==> src/adc_params.svh <==
// constants for the converter reference, scan and timing control block
// assumes a 16-bit register port with word indexes, one system clock
`ifndef ADC_PARAMS_SVH
`define ADC_PARAMS_SVH

// ----------------------------------------------------------------
// register indexes
// ----------------------------------------------------------------
`define SETUP_ADDR      4'h0
`define TIMING_ADDR     4'h1
`define CTRL_ADDR       4'h2
`define CHSEL_ADDR      4'h3
`define SCAN_ADDR       4'h4
`define STATUS_ADDR     4'h5
`define MASK_ADDR       4'h6

// ----------------------------------------------------------------
// converter_setup_reg fields
// ----------------------------------------------------------------
`define REF_SEL_HI      15
`define REF_SEL_LO      13
`define OFFSET_CALIBRATION_BIT      12
`define SCAN_BIT        10
`define SPI_HI          5
`define SPI_LO          2
`define ALT_BIT         0
`define SETUP_WR_MASK   16'hf43d
`define SETUP_RESET     16'h0000

// ----------------------------------------------------------------
// converter_timing_reg fields
// ----------------------------------------------------------------
`define CLKSRC_BIT      15
`define EXTENDED_SAMPLING_FLAG_BIT      14
`define PUMP_BIT        13
`define SAMPT_HI        12
`define SAMPT_LO        8
`define DIV_HI          5
`define DIV_LO          0
`define TIMING_WR_MASK  16'hbf3f
`define TIMING_RESET    16'h0000

// ----------------------------------------------------------------
// control, channel select, interrupt registers
// ----------------------------------------------------------------
`define SAMPLE_EN_BIT   0
`define CTRL_RESET      16'h0000
`define CHA_HI          3
`define CHA_LO          0
`define CHB_HI          11
`define CHB_LO          8
`define CHSEL_WR_MASK   16'h0f0f
`define SEQ_IRQ_BIT     0
`define CONV_DONE_BIT   1
`define STATUS_MASK     16'h0003

// ----------------------------------------------------------------
// timing
// ----------------------------------------------------------------
`define CLK_NS          40
`define TCY_NS          80
`define TCY_CLKS        ((`TCY_NS + `CLK_NS - 1) / `CLK_NS)
`define CONV_TADS       12

`endif

==> src/adc_pkg.sv <==
// types shared by the converter control block and its testbench
// assumes adc_params.svh holds all numeric constants
package adc_pkg;

  typedef enum logic [1:0] {
    ST_IDLE,
    ST_SAMPLE,
    ST_CONVERT
  } seq_state_t;

  typedef struct packed {
    logic       we;
    logic       re;
    logic [3:0] addr;
    logic [15:0] wdata;
  } reg_req_t;

  typedef struct packed {
    logic       ref_pos_ext;
    logic       ref_neg_ext;
    logic       switch_connect;
    logic       input_ground;
    logic       sample;
    logic       convert;
    logic       mux_b_active;
    logic       pump_enable;
    logic       clk_source_rc;
    logic [3:0] channel;
  } analog_ctrl_t;

endpackage : adc_pkg

==> src/conv_clock_gen.sv <==
// conversion clock tick generator: system-derived divider or rc tick
// assumes rc_tick_in is already synchronous one-cycle pulses
`timescale 1ns/10ps
`include "adc_params.svh"

module conv_clock_gen (
  input  wire logic       clk_in,
  input  wire logic       rst_n_in,
  input  wire logic       ce_in,
  input  wire logic       source_rc_in,
  input  wire logic [5:0] divider_in,
  input  wire logic       rc_tick_in,
  output logic            tad_tick_out
);
  logic [7:0] count_q;
  logic [7:0] limit;

  // code n gives (n+1) instruction cycles per conversion clock
  assign limit = 8'((({2'b00, divider_in} + 8'h01) * `TCY_CLKS) - 1);

  always_ff @(posedge clk_in or negedge rst_n_in) begin
    if (!rst_n_in) begin
      count_q <= 8'h00;
    end else if (ce_in) begin
      if (source_rc_in || count_q >= limit) begin
        count_q <= 8'h00;
      end else begin
        count_q <= count_q + 8'h01;
      end
    end
  end

  always_ff @(posedge clk_in or negedge rst_n_in) begin
    if (!rst_n_in) begin
      tad_tick_out <= 1'b0;
    end else if (ce_in) begin
      tad_tick_out <= source_rc_in ? rc_tick_in : (count_q >= limit);
    end
  end

endmodule : conv_clock_gen

==> src/adc_reference_scan_timing_control.sv <==
// converter reference, calibration, scan, alternate mux and timing control
// assumes a synchronous register master and an analog front end that
// follows analog_out; rc_tick_in comes from the rc oscillator, resynchronised
`timescale 1ns/10ps
`include "adc_params.svh"

// Notes on behaviour
// - reference field picks supply or external for positive and negative separately
// - calibration grounds inputs for offset conversions
// - calibration opens switches, ignores channel selection
// - scan enable steps mux a through inputs
// - interrupt every spi+1 sequences, one to sixteen
// - alternate mode: a first, then b/a
// - alternate clear: always mux a
// - unimplemented setup bits read zero
// - extended flag while sampling after enable clear
// - enable clear holds, enable set samples
// - divider field sets tad up to 64 tcy
module adc_reference_scan_timing_control
  import adc_pkg::*;
(
  input  wire logic             core_clk_in,
  input  wire logic             resetn_in,
  input  wire logic             ce_in,
  input  wire adc_pkg::reg_req_t bus_in,
  input  wire logic             rc_tick_in,
  output logic [15:0]           rdata_out,
  output adc_pkg::analog_ctrl_t analog_out,
  output logic                  irq_out
);
  import adc_pkg::*;

  // ----------------------------------------------------------------
  // reset synchroniser
  // ----------------------------------------------------------------
  logic        rst_meta_q;
  logic        rst_n;

  always_ff @(posedge core_clk_in or negedge resetn_in) begin
    if (!resetn_in) begin
      rst_meta_q <= 1'b0;
      rst_n      <= 1'b0;
    end else begin
      rst_meta_q <= 1'b1;
      rst_n      <= rst_meta_q;
    end
  end

  // ----------------------------------------------------------------
  // declarations
  // ----------------------------------------------------------------
  logic [15:0]  setup_q;
  logic [15:0]  timing_q;
  logic [15:0]  ctrl_q;
  logic [15:0]  chsel_q;
  logic [15:0]  scan_q;
  logic [15:0]  status_q;
  logic [15:0]  status_d;
  logic [15:0]  mask_q;
  logic [15:0]  rdata_q;
  logic         irq_q;
  seq_state_t   state_q;
  logic [3:0]   tad_cnt_q;
  logic [3:0]   seq_cnt_q;
  logic [3:0]   scan_ptr_q;
  logic         alt_phase_q;
  analog_ctrl_t analog_q;
  analog_ctrl_t analog_d;
  logic         tad_tick;
  logic         conv_done;
  logic         seq_event;
  logic         ext_flag;
  logic         wr_setup;
  logic         wr_timing;
  logic [2:0]   ref_sel;
  logic         cal_mode;
  logic         scan_en;
  logic [3:0]   spi;
  logic         alt_en;
  logic         sample_en;
  logic         mux_b;

  assign ref_sel   = setup_q[`REF_SEL_HI:`REF_SEL_LO];
  assign cal_mode  = setup_q[`OFFSET_CALIBRATION_BIT];
  assign scan_en   = setup_q[`SCAN_BIT];
  assign spi       = setup_q[`SPI_HI:`SPI_LO];
  assign alt_en    = setup_q[`ALT_BIT];
  assign sample_en = ctrl_q[`SAMPLE_EN_BIT];
  assign wr_setup  = bus_in.we && bus_in.addr == `SETUP_ADDR;
  assign wr_timing = bus_in.we && bus_in.addr == `TIMING_ADDR;

  // ----------------------------------------------------------------
  // functions
  // ----------------------------------------------------------------
  // returns {positive external, negative external}
  function automatic logic [1:0] ref_decode(input logic [2:0] code);
    ref_decode = code[2] ? 2'b00 : {code[0], code[1]};
  endfunction : ref_decode

  // next set bit of the scan mask after cur, wrapping; cur if none
  function automatic logic [3:0] next_scan(input logic [15:0] mask,
                                           input logic [3:0]  cur);
    logic [3:0] c;
    logic       found;
    next_scan = cur;
    found     = 1'b0;
    c         = cur;
    for (int i = 1; i <= 16; i++) begin
      c = cur + 4'(i);
      if (mask[c] && !found) begin
        next_scan = c;
        found     = 1'b1;
      end
    end
  endfunction : next_scan

  // ----------------------------------------------------------------
  // conversion clock
  // ----------------------------------------------------------------
  conv_clock_gen u_clk_gen (
    .clk_in       (core_clk_in),
    .rst_n_in     (rst_n),
    .ce_in        (ce_in),
    .source_rc_in (timing_q[`CLKSRC_BIT]),
    .divider_in   (timing_q[`DIV_HI:`DIV_LO]),
    .rc_tick_in   (rc_tick_in),
    .tad_tick_out (tad_tick)
  );

  // ----------------------------------------------------------------
  // configuration registers
  // ----------------------------------------------------------------
  // only implemented bits store; reserved bit 1 and bit 7 never hold state
  always_ff @(posedge core_clk_in or negedge rst_n) begin
    if (!rst_n) begin
      setup_q <= `SETUP_RESET;
    end else if (ce_in && wr_setup) begin
      setup_q <= bus_in.wdata & `SETUP_WR_MASK;
    end
  end

  always_ff @(posedge core_clk_in or negedge rst_n) begin
    if (!rst_n) begin
      timing_q <= `TIMING_RESET;
    end else if (ce_in && wr_timing) begin
      timing_q <= bus_in.wdata & `TIMING_WR_MASK;
    end
  end

  always_ff @(posedge core_clk_in or negedge rst_n) begin
    if (!rst_n) begin
      ctrl_q  <= `CTRL_RESET;
      chsel_q <= 16'h0000;
      scan_q  <= 16'h0000;
      mask_q  <= 16'h0000;
    end else if (ce_in && bus_in.we) begin
      if (bus_in.addr == `CTRL_ADDR) begin
        ctrl_q <= bus_in.wdata & 16'h0001;
      end
      if (bus_in.addr == `CHSEL_ADDR) begin
        chsel_q <= bus_in.wdata & `CHSEL_WR_MASK;
      end
      if (bus_in.addr == `SCAN_ADDR) begin
        scan_q <= bus_in.wdata;
      end
      if (bus_in.addr == `MASK_ADDR) begin
        mask_q <= bus_in.wdata & `STATUS_MASK;
      end
    end
  end

  // ----------------------------------------------------------------
  // sample / convert sequencer
  // ----------------------------------------------------------------
  // sampling only ends on a conversion clock edge, so it may run on
  // after the enable is cleared; that window is the extended flag
  assign ext_flag  = state_q == ST_SAMPLE && !sample_en;
  assign conv_done = state_q == ST_CONVERT && tad_tick &&
                     tad_cnt_q == 4'(`CONV_TADS - 1);

  always_ff @(posedge core_clk_in or negedge rst_n) begin
    if (!rst_n) begin
      state_q   <= ST_IDLE;
      tad_cnt_q <= 4'h0;
    end else if (ce_in) begin
      unique case (state_q)
        ST_IDLE: begin
          if (sample_en) begin
            state_q <= ST_SAMPLE;
          end
        end
        ST_SAMPLE: begin
          if (!sample_en && tad_tick) begin
            state_q   <= ST_CONVERT;
            tad_cnt_q <= 4'h0;
          end
        end
        ST_CONVERT: begin
          if (conv_done) begin
            state_q <= ST_IDLE;
          end else if (tad_tick) begin
            tad_cnt_q <= tad_cnt_q + 4'h1;
          end
        end
        default: begin
          state_q <= ST_IDLE;
        end
      endcase
    end
  end

  // ----------------------------------------------------------------
  // sequences per interrupt
  // ----------------------------------------------------------------
  // reserved codes just stretch the count; data loss is the user's risk
  assign seq_event = conv_done && seq_cnt_q >= spi;

  always_ff @(posedge core_clk_in or negedge rst_n) begin
    if (!rst_n) begin
      seq_cnt_q <= 4'h0;
    end else if (ce_in) begin
      if (wr_setup) begin
        seq_cnt_q <= 4'h0;
      end else if (seq_event) begin
        seq_cnt_q <= 4'h0;
      end else if (conv_done) begin
        seq_cnt_q <= seq_cnt_q + 4'h1;
      end
    end
  end

  // ----------------------------------------------------------------
  // mux a / mux b alternation and scanning
  // ----------------------------------------------------------------
  assign mux_b = alt_en && alt_phase_q;

  always_ff @(posedge core_clk_in or negedge rst_n) begin
    if (!rst_n) begin
      alt_phase_q <= 1'b0;
    end else if (ce_in) begin
      if (!alt_en) begin
        alt_phase_q <= 1'b0;
      end else if (conv_done) begin
        alt_phase_q <= !alt_phase_q;
      end
    end
  end

  // pointer only moves after a mux a conversion, so b samples do not skip
  always_ff @(posedge core_clk_in or negedge rst_n) begin
    if (!rst_n) begin
      scan_ptr_q <= 4'h0;
    end else if (ce_in) begin
      if (conv_done && scan_en && !mux_b) begin
        scan_ptr_q <= next_scan(scan_q, scan_ptr_q);
      end
    end
  end

  // ----------------------------------------------------------------
  // analog front end controls
  // ----------------------------------------------------------------
  always_comb begin
    analog_d                = '0;
    {analog_d.ref_pos_ext, analog_d.ref_neg_ext} = ref_decode(ref_sel);
    analog_d.sample         = state_q == ST_SAMPLE;
    analog_d.convert        = state_q == ST_CONVERT;
    analog_d.pump_enable    = timing_q[`PUMP_BIT];
    analog_d.clk_source_rc  = timing_q[`CLKSRC_BIT];
    analog_d.mux_b_active   = mux_b;
    if (cal_mode) begin
      analog_d.switch_connect = 1'b0;
      analog_d.input_ground   = 1'b1;
      analog_d.channel        = 4'h0;
    end else begin
      analog_d.switch_connect = 1'b1;
      analog_d.input_ground   = 1'b0;
      if (mux_b) begin
        analog_d.channel = chsel_q[`CHB_HI:`CHB_LO];
      end else if (scan_en) begin
        analog_d.channel = scan_ptr_q;
      end else begin
        analog_d.channel = chsel_q[`CHA_HI:`CHA_LO];
      end
    end
  end

  always_ff @(posedge core_clk_in or negedge rst_n) begin
    if (!rst_n) begin
      analog_q <= '0;
    end else if (ce_in) begin
      analog_q <= analog_d;
    end
  end

  // ----------------------------------------------------------------
  // interrupt status and output
  // ----------------------------------------------------------------
  // a new event in the clearing cycle survives: set is ORed after clear
  always_comb begin
    status_d = status_q;
    if (bus_in.we && bus_in.addr == `STATUS_ADDR) begin
      status_d = status_q & ~bus_in.wdata;
    end
    status_d[`SEQ_IRQ_BIT]   = status_d[`SEQ_IRQ_BIT] | seq_event;
    status_d[`CONV_DONE_BIT] = status_d[`CONV_DONE_BIT] | conv_done;
    status_d = status_d & `STATUS_MASK;
  end

  always_ff @(posedge core_clk_in or negedge rst_n) begin
    if (!rst_n) begin
      status_q <= 16'h0000;
      irq_q    <= 1'b0;
    end else if (ce_in) begin
      status_q <= status_d;
      irq_q    <= |(status_q & mask_q);
    end
  end

  // ----------------------------------------------------------------
  // read port
  // ----------------------------------------------------------------
  always_ff @(posedge core_clk_in or negedge rst_n) begin
    if (!rst_n) begin
      rdata_q <= 16'h0000;
    end else if (ce_in) begin
      rdata_q <= 16'h0000;
      if (bus_in.re) begin
        unique case (bus_in.addr)
          `SETUP_ADDR:  rdata_q <= setup_q & `SETUP_WR_MASK;
          `TIMING_ADDR: rdata_q <= timing_q | {1'b0, ext_flag, 14'h0000};
          `CTRL_ADDR:   rdata_q <= ctrl_q;
          `CHSEL_ADDR:  rdata_q <= chsel_q;
          `SCAN_ADDR:   rdata_q <= scan_q;
          `STATUS_ADDR: rdata_q <= status_q;
          `MASK_ADDR:   rdata_q <= mask_q;
          default:      rdata_q <= 16'h0000;
        endcase
      end
    end
  end

  assign rdata_out  = rdata_q;
  assign analog_out = analog_q;
  assign irq_out    = irq_q;
endmodule : adc_reference_scan_timing_control

==> config.mk <==
export PLATFORM = sky130hd
export DESIGN_NAME = adc_reference_scan_timing_control
export DESIGN_NICKNAME = d
export VERILOG_FILES = /design/src/adc_pkg.sv /design/src/conv_clock_gen.sv /design/src/adc_reference_scan_timing_control.sv
export VERILOG_INCLUDE_DIRS = /design/src
export SDC_FILE = /design/constraint.sdc
export NUM_CORES = 1
export LEC_CHECK = 0
export BUFFER_PORTS_ARGS = -buffer_cell sky130_fd_sc_hd__buf_2
export CAP_MARGIN = 10
export CORE_UTILIZATION = 30
export CTS_BUF_LIST = sky130_fd_sc_hd__clkbuf_2 sky130_fd_sc_hd__clkbuf_4 sky130_fd_sc_hd__clkbuf_8
export CTS_CLUSTER_DIAMETER = 150
export CTS_CLUSTER_SIZE = 24
export DETAILED_ROUTE_END_ITERATION = 7
export PLACE_DENSITY = 0.43
export SLEW_MARGIN = 20
export SYNTH_ARGS = -nofsm -noshare
export SYNTH_HDL_FRONTEND = slang
export SYNTH_HIERARCHICAL = 1
export SYNTH_SLANG_ARGS = --single-unit
==> constraint.sdc <==
create_clock -name core_clk_in -period 4.65 [get_ports core_clk_in]
set_clock_uncertainty 0.1 [all_clocks]
set_input_delay 0.465 -clock core_clk_in [delete_from_list [all_inputs] [get_ports core_clk_in]]
set_output_delay 0.465 -clock core_clk_in [all_outputs]
set_load 0.01 [all_outputs]
-- Yosys cells after proc, flatten, opt, wreduce, memory -nomap -nowiden
Index checks and enable logic that the tools add are counted.
- register bits: 108
- latch bits: 0
- memory bits (writable): 0
- memory bits (read-only): 0
- input port bits: 26
- output and inout bits: 30
- word-level logic and storage cells: 266
- memories kept: 0
- add/subtract/negate cells: 20
- multipliers: 0
- divide/modulo/power cells: 0
- order comparisons: 18
- eq/ne operators: 15
- shift operators: 0
- multiplexer cells: 115
- bitwise operators: 7
- reductions and logical operators: 63
- operators by type and width (cell ; number):
    16-bit one-hot mux with 7 select lines ; 1
    4-bit two-way mux ; 24
    4-bit by 5-bit less-than comparator with 1-bit output, second input constant ; 16
    1-bit binary-select mux with 4-bit select ; 16
    1-bit two-way mux ; 64
    4-bit adder, second input constant ; 8
    1-bit logical AND ; 29
    1-bit logical NOT ; 18
    4-bit by 3-bit adder with 4-bit output, second input constant ; 4
    16-bit two-way mux ; 1
    16-bit by 15-bit bitwise OR with 16-bit output ; 1
    16-bit OR reduction ; 1
    15-bit nonzero test ; 1
    4-bit by 1-bit adder with 4-bit output, second input constant ; 3
    4-bit by 3-bit == test with 1-bit output, second input constant ; 3
    2-bit two-way mux ; 6
    2-bit AND reduction ; 6
    4-bit by 2-bit adder with 4-bit output, second input constant ; 2
    8-bit by 1-bit adder with 8-bit output, second input constant ; 1
    4-bit by 2-bit == test with 1-bit output, second input constant ; 2
    8-bit greater-or-equal comparator ; 1
    8-bit two-way mux ; 1
    2-bit by 1-bit != test with 1-bit output, second input constant ; 4
    4-bit one-hot mux with 2 select lines ; 1
    20 further kinds ; 24

-- Logic depth before layout (Yosys ltp)
Gate-level depths: netlist of the first run.
- depth after elaboration: 81
- mapped depth: 16
- depth with buffers taken out: 12

-- Modules after synthesis
The synthesis of the first run kept the hierarchy.
- by module, submodules not included (module ; instances ; cells each ; area an instance (µm²) ; seq. area each (µm²)):
    adc_reference_scan_timing_control ; 1 ; 652 ; 6769.0 ; 2477.4
    conv_clock_gen ; 1 ; 102 ; 855.8 ; 225.2

-- Least setup slack after synthesis of the first run
OpenSTA, ideal clock, no wires.
- path type: reg-to-reg
- start point: register scan_ptr_q[0]
- end point: register scan_ptr_q[1]
- library setup time: 0.125 ns
- arrival time: 3.763 ns
- data required time: 4.425 ns
- setup slack: 0.662 ns
- cell stages (with the launch flop): 16
- path buffers: 5
- clock period less this slack: 3.988 ns
- cells stage by stage: dfrtp_1 -> buf_2 -> buf_4 -> inv_1 -> ha_1 -> buf_2 -> mux4_2 -> mux2_2 -> and2_0 -> clkbuf_1 -> and4_1 -> buf_6 -> a31oi_4 -> nand2_4 -> a211oi_1 -> mux2_2
- word-level cells in the longest chain between the ends: 80
- elaborated cells on any way between the ends: 140
- those cells by class: add/sub (15); mux (92); bitwise (1); reduce/logical (32)
- RTL lines (item ; RTL line ; RTL):
    from (decl) ; adc_reference_scan_timing_control.sv:65 ; logic [3:0] scan_ptr_q;
    from (signal assigned) ; adc_reference_scan_timing_control.sv:255 ; scan_ptr_q <= next_scan(scan_q, scan_ptr_q);
    4-bit by 1-bit adder with 4-bit output ; adc_reference_scan_timing_control.sv:109 ; c = cur + 4'(i);
    1-bit binary-select mux with 4-bit select ; adc_reference_scan_timing_control.sv:110 ; if (mask[c] && !found) begin
    1-bit two-way mux (implied by the code) ; adc_reference_scan_timing_control.sv:110 ;
    1-bit two-way mux ; adc_reference_scan_timing_control.sv:110 ;
    1-bit two-way mux ; adc_reference_scan_timing_control.sv:254 ; if (conv_done && scan_en && !mux_b) begin
    1-bit two-way mux ; adc_reference_scan_timing_control.sv:253 ; end else if (ce_in) begin
    1-bit logical NOT ; adc_reference_scan_timing_control.sv:110 ;
    1-bit logical AND ; adc_reference_scan_timing_control.sv:110 ;
    (+64 left out) ; - ;
    1-bit logical AND ; adc_reference_scan_timing_control.sv:110 ;
    1-bit two-way mux ; adc_reference_scan_timing_control.sv:110 ;
    1-bit two-way mux ; adc_reference_scan_timing_control.sv:254 ;
    1-bit two-way mux ; adc_reference_scan_timing_control.sv:253 ;
    1-bit logical NOT ; adc_reference_scan_timing_control.sv:110 ;
    1-bit logical AND ; adc_reference_scan_timing_control.sv:110 ;
    1-bit NOT (no line) ; - ;
    4-bit AND reduction (no line) ; - ;
Several ways; a longest one is shown, not always the timed one. The select of a mux whose other input is x is not followed.
A chain may end at the register's enable or synchronous reset.

-- Worst setup path after layout of the first run
Same ends and word-level chain as after synthesis.

==> results of run 1 <==
metrics by stage:
| stage | utilization, % | power, mW | hold WS [ns] | worst slack (ns) | cell area, um^2 |
|---|---|---|---|---|---|
| floorplan | - | 1.99 | 0.0694 | 0.662 | 7620 |
| global placement | 33.7 | 2.31 | 0.150 | 0.637 | 8290 |
| detailed placement | 33.7 | 2.32 | 0.153 | 0.539 | 8290 |
| CTS | 34.7 | 3.04 | 0.198 | 0.521 | 8540 |
| global route | 34.7 | 3.20 | 0.205 | 0.283 | 8540 |
| finish | 34.7 | 3.01 | 0.215 | 0.477 | 8540 |
cells in the final DEF, fill, tap and decap left out, drive strengths merged, types with 28 or more instances in the layout:
| master | netlist | final |
|---|---|---|
| mux2 | 70 | 70 |
| dfrtp | 108 | 108 |
| nor2 | 39 | 39 |
| o22ai | 28 | 28 |
| buf | 15 | 78 |
| a21oi | 35 | 35 |
| o21ai | 39 | 39 |
| nand2 | 63 | 63 |
| mux4 | 31 | 31 |
| inv | 54 | 57 |
synth_stat cells, types with 15 or more instances:
library cell  count  area, um^2
o22ai_1          28         175
nand2_1          61         229
mux2_2           69         777
xnor2_1          15         131
mux4_2           24         541
dfrtp_1         108        2700
mux2i_1          26         260
clkbuf_1         24        90.1
a21oi_1          34         170
ha_1             24         300
nor2_1           39         146
o21ai_0          37         185
nand3_1          16        80.1
nor3_1           18        90.1
inv_1            54         203
power groups by stage:
stage | logic, mW | clock network (mW) | registers (mW)
2_1_floorplan | 0.739 | 0 | 1.25
3_3_place_gp | 0.969 | 0 | 1.34
3_5_place_dp | 0.982 | 0 | 1.34
4_1_cts | 0.987 | 0.729 | 1.32
5_1_grt | 1.08 | 0.762 | 1.35
6_report | 0.993 | 0.700 | 1.32
metal layers:
layer,up-vias,routed length (um),GRT usage [%]
met4,0,729,5.75
met1,3190,10800,25.2
li1,2924,-,-
met2,215,10800,29.4
met5,-,0,0
met3,51,1180,2.77
worst max path at each step:
| stage | startpoint | to | slack [ns] | cells after the start |
|---|---|---|---|---|
| floorplan | scan_ptr_q[0] | scan_ptr_q[1] | 0.66 | 15 |
| global route | scan_ptr_q[0] | scan_ptr_q[1] | 0.28 | 11 |
| finish | scan_ptr_q[0] | scan_ptr_q[1] | 0.48 | 11 |
| CTS | scan_ptr_q[0] | scan_ptr_q[1] | 0.52 | 11 |
| detailed placement | scan_ptr_q[0] | scan_ptr_q[1] | 0.54 | 11 |
| global placement | scan_ptr_q[0] | scan_ptr_q[1] | 0.64 | 11 |
cells by family (layout without fill, tap and decap cells):
| family | after synthesis | after routing | synth area share [%] |
|---|---|---|---|
| other | 1 | 1 | 0.0492 |
| adders and majority gates | 24 | 24 | 3.94 |
| AOI/OAI and AO/OA | 178 | 178 | 16.0 |
| xor gates and xnor gates | 22 | 22 | 2.53 |
| muxes | 127 | 127 | 23.3 |
| and+or+nand+nor | 200 | 200 | 13.5 |
| DFF | 108 | 108 | 35.4 |
| buffers and inverters | 94 | 149 | 5.32 |
state kept, by name, summed over array words and instances, names as in the netlist, 4 cells and up:
register / flops
analog_out: 13
chsel_q: 8
rdata_out: 16
scan_ptr_q: 4
scan_q: 16
seq_cnt_q: 4
setup_q: 10
tad_cnt_q: 4
timing_q: 13
u_clk_gen/count_q: 8
layout make-up:
class / count / area (um^2) / share of cell area, %
multi-input combinational: 552 / 4530 / 53.0
sequential: 108 / 2710 / 31.7
timing repair buffer: 79 / 458 / 5.36
tap: 324 / 405 / 4.75
inverter: 54 / 203 / 2.37
clock buffer: 9 / 124 / 1.45
clock inverter: 7 / 115 / 1.35
critical path, cell delays in order, from the launching register on:
cell	delay (ns)
dfrtp_1	0.36
buf_4	0.23
buf_4	0.38
mux2_2	0.41
mux4_2	0.53
mux2_2	0.39
nor4b_4	0.46
and4_1	0.50
nand3_1	0.22
nand2_1	0.11
o32ai_1	0.09
mux2_2	0.28
==> results.cfg, run 1 <==
[placed_design]
dp_hpwl_um = 17600
numPortBuffers = 55
dpl.cell_count = 1116
gp_congestion = 0.911

[clock_network]
clock_latency_ns = 0.39
ctsResizeCount = 0
cts_setup_buffers = 0
clock_path_buffers = 2
cts.sinks = 108
cts-root-buf = clkbuf_8
cts_inserted_buffers = 9
cts_tree = done
cts_max_level = 3
cts_hold_buf = 1
clkTransAtPathRegs_ns = 0.12

[worst_hold_path]
holdCritStartpoint = bus_in[7]
hold_depth = 2
min_path_type = input port to flip-flop
worstHoldEndpoint = scan_q[7]

[pwr]
p_switching_mw = 1.15
power.share.sequential_pct = 43.9
p_comb_share_pct = 32.9
power_density_mw_per_mm2 = 353
peakVddDrop_uv = 173
switching_share_pct = 38.0
power.leakage_nw = 3.73
power.internal_mw = 1.87
clkPwrFrac_pct = 23.2

[status]
status = finished, final reports clean

[route]
via_per_inst = 5.63
drt_iter0_markers = 410
dr_total_vias = 6380
wl_um = 23500
drtPass1Iterations = 6
drc = 0
wl_per_cell_um = 20.7
drtAntennaViolNets = 0

[synth]
async_flop_share_pct = 100
yosys_warnings = 6
avgSynthCellArea_um2 = 10.1
netlist_area_mm2 = 0.00762
syn-num-nets = 804
synth_seq_cells = 108
synth_edf_count = 0
synth_flop_cell = dfrtp_1
syn_inst = 754
synth.distinct_cells = 76
ys_seq_area_share_pct = 35.4

[sta]
clock.fmax_mhz = 240
finalCriticalPeriod_ns = 4.17
rsz0062_at_grt = false
tightestPinTransition_ns = 0.848
min_period_over_period_pct = 89.7
finalSetupViolations = 0
hold_viol = 0
finalSetupTns_ns = 0
timing.slew.headroom_pct = 43.2
drv_slew = 0

[cells_and_area]
n_antenna_cell = 0
drive_above_1_share_pct = 25.1
final_cell_count_no_fill = 1133
area_delta_synth_final_pct = 12.0
n_fill_cell = 2548
fin_nets = 854

[global_route]
grt_overflow = 0
grt_max_degree = 66
grt_usage_pct = 18.3
grt_pass1_vias = 6330
antenna_found_initial = 0
grt_pass1_wl_um = 36700

[worst_setup_path]
cp.required_ns = 4.82
start_kind = flip-flop
critPathArrivalTime_ns = 4.34
path_class = flip-flop to flip-flop
rr_worst_depth = 11
endpoint_kind = flip-flop
path_max_fanout = 27
r2r_slack_ns = 0.48
r2r-start = scan_ptr_q[0]
reg2reg_to = scan_ptr_q[1]

[floorplanning]
io_pins = 56
dieArea_mm2 = 0.0261
coreArea_mm2 = 0.0246
die_h_um = 161
rows = 57
start_util_pct = 31.0
die_w_um = 161

[run]
cap_violations = 0
Note: power is estimated with default switching activity, not from simulation.
==> run 2: changes to the inputs <==
--- a/config.mk
+++ b/config.mk
@@ -13,7 +13,7 @@
 export CTS_CLUSTER_DIAMETER = 150
 export CTS_CLUSTER_SIZE = 24
 export DETAILED_ROUTE_END_ITERATION = 7
-export PLACE_DENSITY = 0.43
+export PLACE_DENSITY_LB_ADDON = 0.2
 export SLEW_MARGIN = 20
 export SYNTH_ARGS = -nofsm -noshare
 export SYNTH_HDL_FRONTEND = slang
==> results.cfg, run 2 (synthesis gave the netlist of run 1 again) <==
[floorplanning]
rows = 57
die_w_um = 161
io_pins = 56
die_h_um = 161
dieArea_mm2 = 0.0261
coreArea_mm2 = 0.0246
start_util_pct = 31.0

[clock_network]
cts_setup_buffers = 0
cts_tree = done
cts-root-buf = clkbuf_8
cts_inserted_buffers = 9
clock_latency_ns = 0.39
clock_path_buffers = 2
cts.sinks = 108
cts_max_level = 3
clkTransAtPathRegs_ns = 0.11

[global_route]
grt_pass1_wl_um = 35100
grt_usage_pct = 17.4
grt_max_degree = 63
grt_pass1_vias = 6005
antenna_found_initial = 0
grt_overflow = 0

[worst_setup_path]
path_max_fanout = 24
cp.required_ns = 4.84
start_kind = flip-flop
critPathArrivalTime_ns = 4.31
path_class = flip-flop to flip-flop
r2r-start = scan_ptr_q[0]
endpoint_kind = flip-flop
crit_start = scan_ptr_q[0]

[cells_and_area]
mostFrequentLayoutCells = dfrtp_1, mux2_2, nand2_1, buf_2, inv_1
fin_nets = 853
final_cell_count_no_fill = 1132
drive_above_1_share_pct = 25.4
final_common_cell = dfrtp_1
area_delta_synth_final_pct = 11.8
n_antenna_cell = 0

[route]
drtAntennaViolNets = 0
wl_met2_um = 10100
wl_per_cell_um = 19.5
routed-wl-met3_um = 906
routed.top_layer = met4
dr_total_vias = 6171
drt_iter0_markers = 425
wl_met1_um = 10600
via_per_inst = 5.45
drtPass1Iterations = 5
wl_um = 22100
drc = 0

[status]
status = finished, final reports clean

[pwr]
power.leakage_nw = 3.72
fin_total_pwr_mw = 2.93
peakVddDrop_uv = 161
power_density_mw_per_mm2 = 343

[sta]
hold_viol = 0
finalSetupTns_ns = 0
drv_slew = 0
finalCriticalPeriod_ns = 4.12
min_period_over_period_pct = 88.6
finalSetupViolations = 0
tightestPinTransition_ns = 0.860
clock.fmax_mhz = 243
rsz0062_at_grt = false
timing.slew.headroom_pct = 42.3
layout_setup_ws_ns = 0.529

[placed_design]
numPortBuffers = 55
dp_hpwl_um = 16400
dpl.cell_count = 1115
place_ws_ns = 0.554
gp_congestion = 0.897

[worst_hold_path]
min_path_type = input port to flip-flop
holdCritStartpoint = bus_in[6]

[run]
cap_violations = 0
[run 2: changes by cell type in the layout (fill, tap and decap cells not counted), sizes merged]
cell and change:
buf -1, inv -2, clkinvlp +1, clkbuf +3, clkinv -1, bufinv -1
[run 2: repair_timing]
action | 4_1_cts | 5_1_grt
endpoints found under the hold margin | 2 | 0
hold buffers | 1 | 0
resized for setup | 0 | 0
[run 2: critical path, cell delays in order, from the launching register on]
cell	delay, ns
dfrtp_2	0.43
buf_4	0.24
ha_1	0.31
xnor2_1	0.49
mux4_2	0.42
mux2_2	0.34
nor4b_1	0.53
and4_1	0.47
nand3_1	0.21
nand2_1	0.11
o32ai_1	0.09
mux2_2	0.28
[run 2: worst paths after layout]
path                       slack (ns)       endpoint  cells past startpoint
setup / recovery                 0.53  scan_ptr_q[1]                     11
max in group asynchronous        2.96   timing_q[10]                      1
min in group asynchronous        0.27          rst_n                      2
setup reg to reg                 0.53  scan_ptr_q[1]                     11
hold / removal                   0.20      scan_q[6]                      2
hold reg to reg                  0.26          rst_n                      0
[run 2: cell type report]
cell class              instances  area [um^2]
clock inverters                 4         56.3
inverters                      54          203
clock buffers                  12          159
multi-input cells             552         4540
well taps                     324          405
fillers                      2513        16100
repair buffers                 78          450
flip-flops and latches        108         2710
[run 2: layer usage]
layer	up-vias	GRT usage, %
li1	2928	-
met1	3085	24.5
met2	131	27.2
met3	27	2.52
met4	0	5.79
met5	-	0
[run 2: per-stage QoR]
step	utilization (%)	hold slack, ns	cell area [um^2]
5_1_grt	34.6	0.182	8520
3_3_place_gp	33.7	0.151	8300
4_1_cts	34.6	0.175	8520
2_1_floorplan	-	0.0694	7620
6_report	34.6	0.199	8520
3_5_place_dp	33.7	0.154	8300
[run 2: where the power goes]
group          internal [mW]  total [mW]  leakage, nW  switching, mW
clock                  0.289       0.637        0.104          0.349
combinational          0.458       0.973         2.21          0.515
sequential              1.09        1.32         1.40          0.227
==> run 3: changes to the inputs <==
--- a/config.mk
+++ b/config.mk
@@ -8,7 +8,7 @@
 export LEC_CHECK = 0
 export BUFFER_PORTS_ARGS = -buffer_cell sky130_fd_sc_hd__buf_2
 export CAP_MARGIN = 10
-export CORE_UTILIZATION = 30
+export CORE_UTILIZATION = 56
 export CTS_BUF_LIST = sky130_fd_sc_hd__clkbuf_2 sky130_fd_sc_hd__clkbuf_4 sky130_fd_sc_hd__clkbuf_8
 export CTS_CLUSTER_DIAMETER = 150
 export CTS_CLUSTER_SIZE = 24
==> results.cfg, run 3 (synthesis gave the netlist of run 1 again) <==
[status]
status = finished, final reports clean

[sta]
finalCriticalPeriod_ns = 4.04
layout_setup_ws_ns = 0.608
min_period_over_period_pct = 86.9
rsz0062_at_grt = false
fin_hold_ws_ns = 0.205
finalSetupTns_ns = 0
finalSetupViolations = 0
drv_slew = 0
clock.fmax_mhz = 247
hold_viol = 0
tightestPinTransition_ns = 0.895
timing.slew.headroom_pct = 40.3

[clock_network]
clock_path_buffers = 2
clock_latency_ns = 0.39
cts-root-buf = clkbuf_8
cts_max_level = 3
cts_hold_buf = 1
cts_tree = done
cts.sinks = 108
clkTransAtPathRegs_ns = 0.11
ctsResizeCount = 0
cts_setup_buffers = 0
cts_inserted_buffers = 9

[pwr]
fin_total_pwr_mw = 2.88
peakVddDrop_uv = 261
power.leakage_nw = 3.70
power_density_mw_per_mm2 = 347

[cells_and_area]
drive_above_1_share_pct = 24.8
area_delta_synth_final_pct = 8.86
n_fill_cell = 1135
final_common_cell = dfrtp_1
fin_util_pct = 62.7
mostFrequentLayoutCells = dfrtp_1, mux2_2, nand2_1, buf_2, inv_1
n_antenna_cell = 0
fin_nets = 851

[worst_setup_path]
r2r_slack_ns = 0.61
r2r-start = scan_ptr_q[0]
worst_setup_path_endpoint = scan_ptr_q[3]
cpMaxStageDelayCell = nor4b_1
critPathMaxStageDelay_ns = 0.49
start_kind = flip-flop
crit_start = scan_ptr_q[0]
rr_worst_depth = 12
reg2reg_to = scan_ptr_q[3]
endpoint_kind = flip-flop
path_class = flip-flop to flip-flop
cp_common_cell = buf_4
cp.required_ns = 4.83
crit_chain = buf_4, ha_1, xnor2_1, buf_4, mux4_2, mux2_2, nor4b_1, and4_1, nand2_2, a21oi_2, nor3_1, a221o_1
critPathArrivalTime_ns = 4.22
path_max_fanout = 39

[placed_design]
numPortBuffers = 55
dp_hpwl_um = 15100
gp_congestion = 0.941
place_ws_ns = 0.663

[route]
drtPass1Iterations = 5
drt_iter0_markers = 460
drc = 0
wl_um = 20100
wl_per_cell_um = 20.5
dr_total_vias = 6345
drtAntennaViolNets = 0
via_per_inst = 6.46

[floorplanning]
die_h_um = 119
start_util_pct = 57.6
io_pins = 56
die_w_um = 119
coreArea_mm2 = 0.0132
dieArea_mm2 = 0.0141
rows = 42

[global_route]
grt_overflow = 0
grt_pass1_vias = 6090
grt_pass1_wl_um = 32400
grt_usage_pct = 29.4
grt_max_degree = 72
antenna_found_initial = 0

[run]
cap_violations = 0

[worst_hold_path]
min_path_type = input port to flip-flop
[run 3: layout make-up]
class | count | area, um^2 | area share, %
repair buffers | 76 | 435 | 5.25
clock buffers | 9 | 124 | 1.49
inverters | 54 | 203 | 2.44
multi-input cells | 552 | 4530 | 54.6
well taps | 176 | 220 | 2.65
flip-flops and latches | 108 | 2710 | 32.6
clock inverters | 7 | 82.6 | 0.995
[run 3: worst max-delay path, delay by kind of cell, from the launching register on]
family | cells | cell delay (ns)
adders and majority gates | 1 | 0.37
xor gates and xnor gates | 1 | 0.15
AOI/OAI and AO/OA | 2 | 0.50
buffers and inverters | 2 | 0.62
and+or+nand+nor | 4 | 1.15
DFF | 1 | 0.37
muxes | 2 | 0.68
[run 3: power by group]
part	internal [mW]	switching, mW	leakage (nW)
Sequential	1.09	0.229	1.40
Clock	0.256	0.337	0.0980
Combinational	0.458	0.516	2.20
[run 3: metrics by stage]
| step | cells | area (um^2) |
|---|---|---|
| floorplan | 754 | 7620 |
| global placement | 965 | 8080 |
| detailed placement | 965 | 8080 |
| CTS | 982 | 8300 |
| global route | 982 | 8300 |
| finish | 982 | 8300 |
[run 3: worst min-delay path by stage]
stage / start / end / slack, ns / cells after the start
2_1_floorplan: resetn_in / rst_meta_q / 0.07 / 0
3_3_place_gp: resetn_in / rst_meta_q / 0.15 / 1
3_5_place_dp: resetn_in / rst_meta_q / 0.15 / 1
4_1_cts: bus_in[7] / scan_q[7] / 0.19 / 2
5_1_grt: bus_in[7] / scan_q[7] / 0.20 / 2
6_report: bus_in[7] / scan_q[7] / 0.20 / 2
[run 3: metal layers]
layer / track usage (%) / vias up / routed length (um)
met5: 0 / - / 0
met4: 8.39 / 0 / 335
met3: 6.03 / 28 / 1520
met2: 48.1 / 273 / 9820
met1: 39.4 / 3136 / 8460
li1: - / 2908 / -
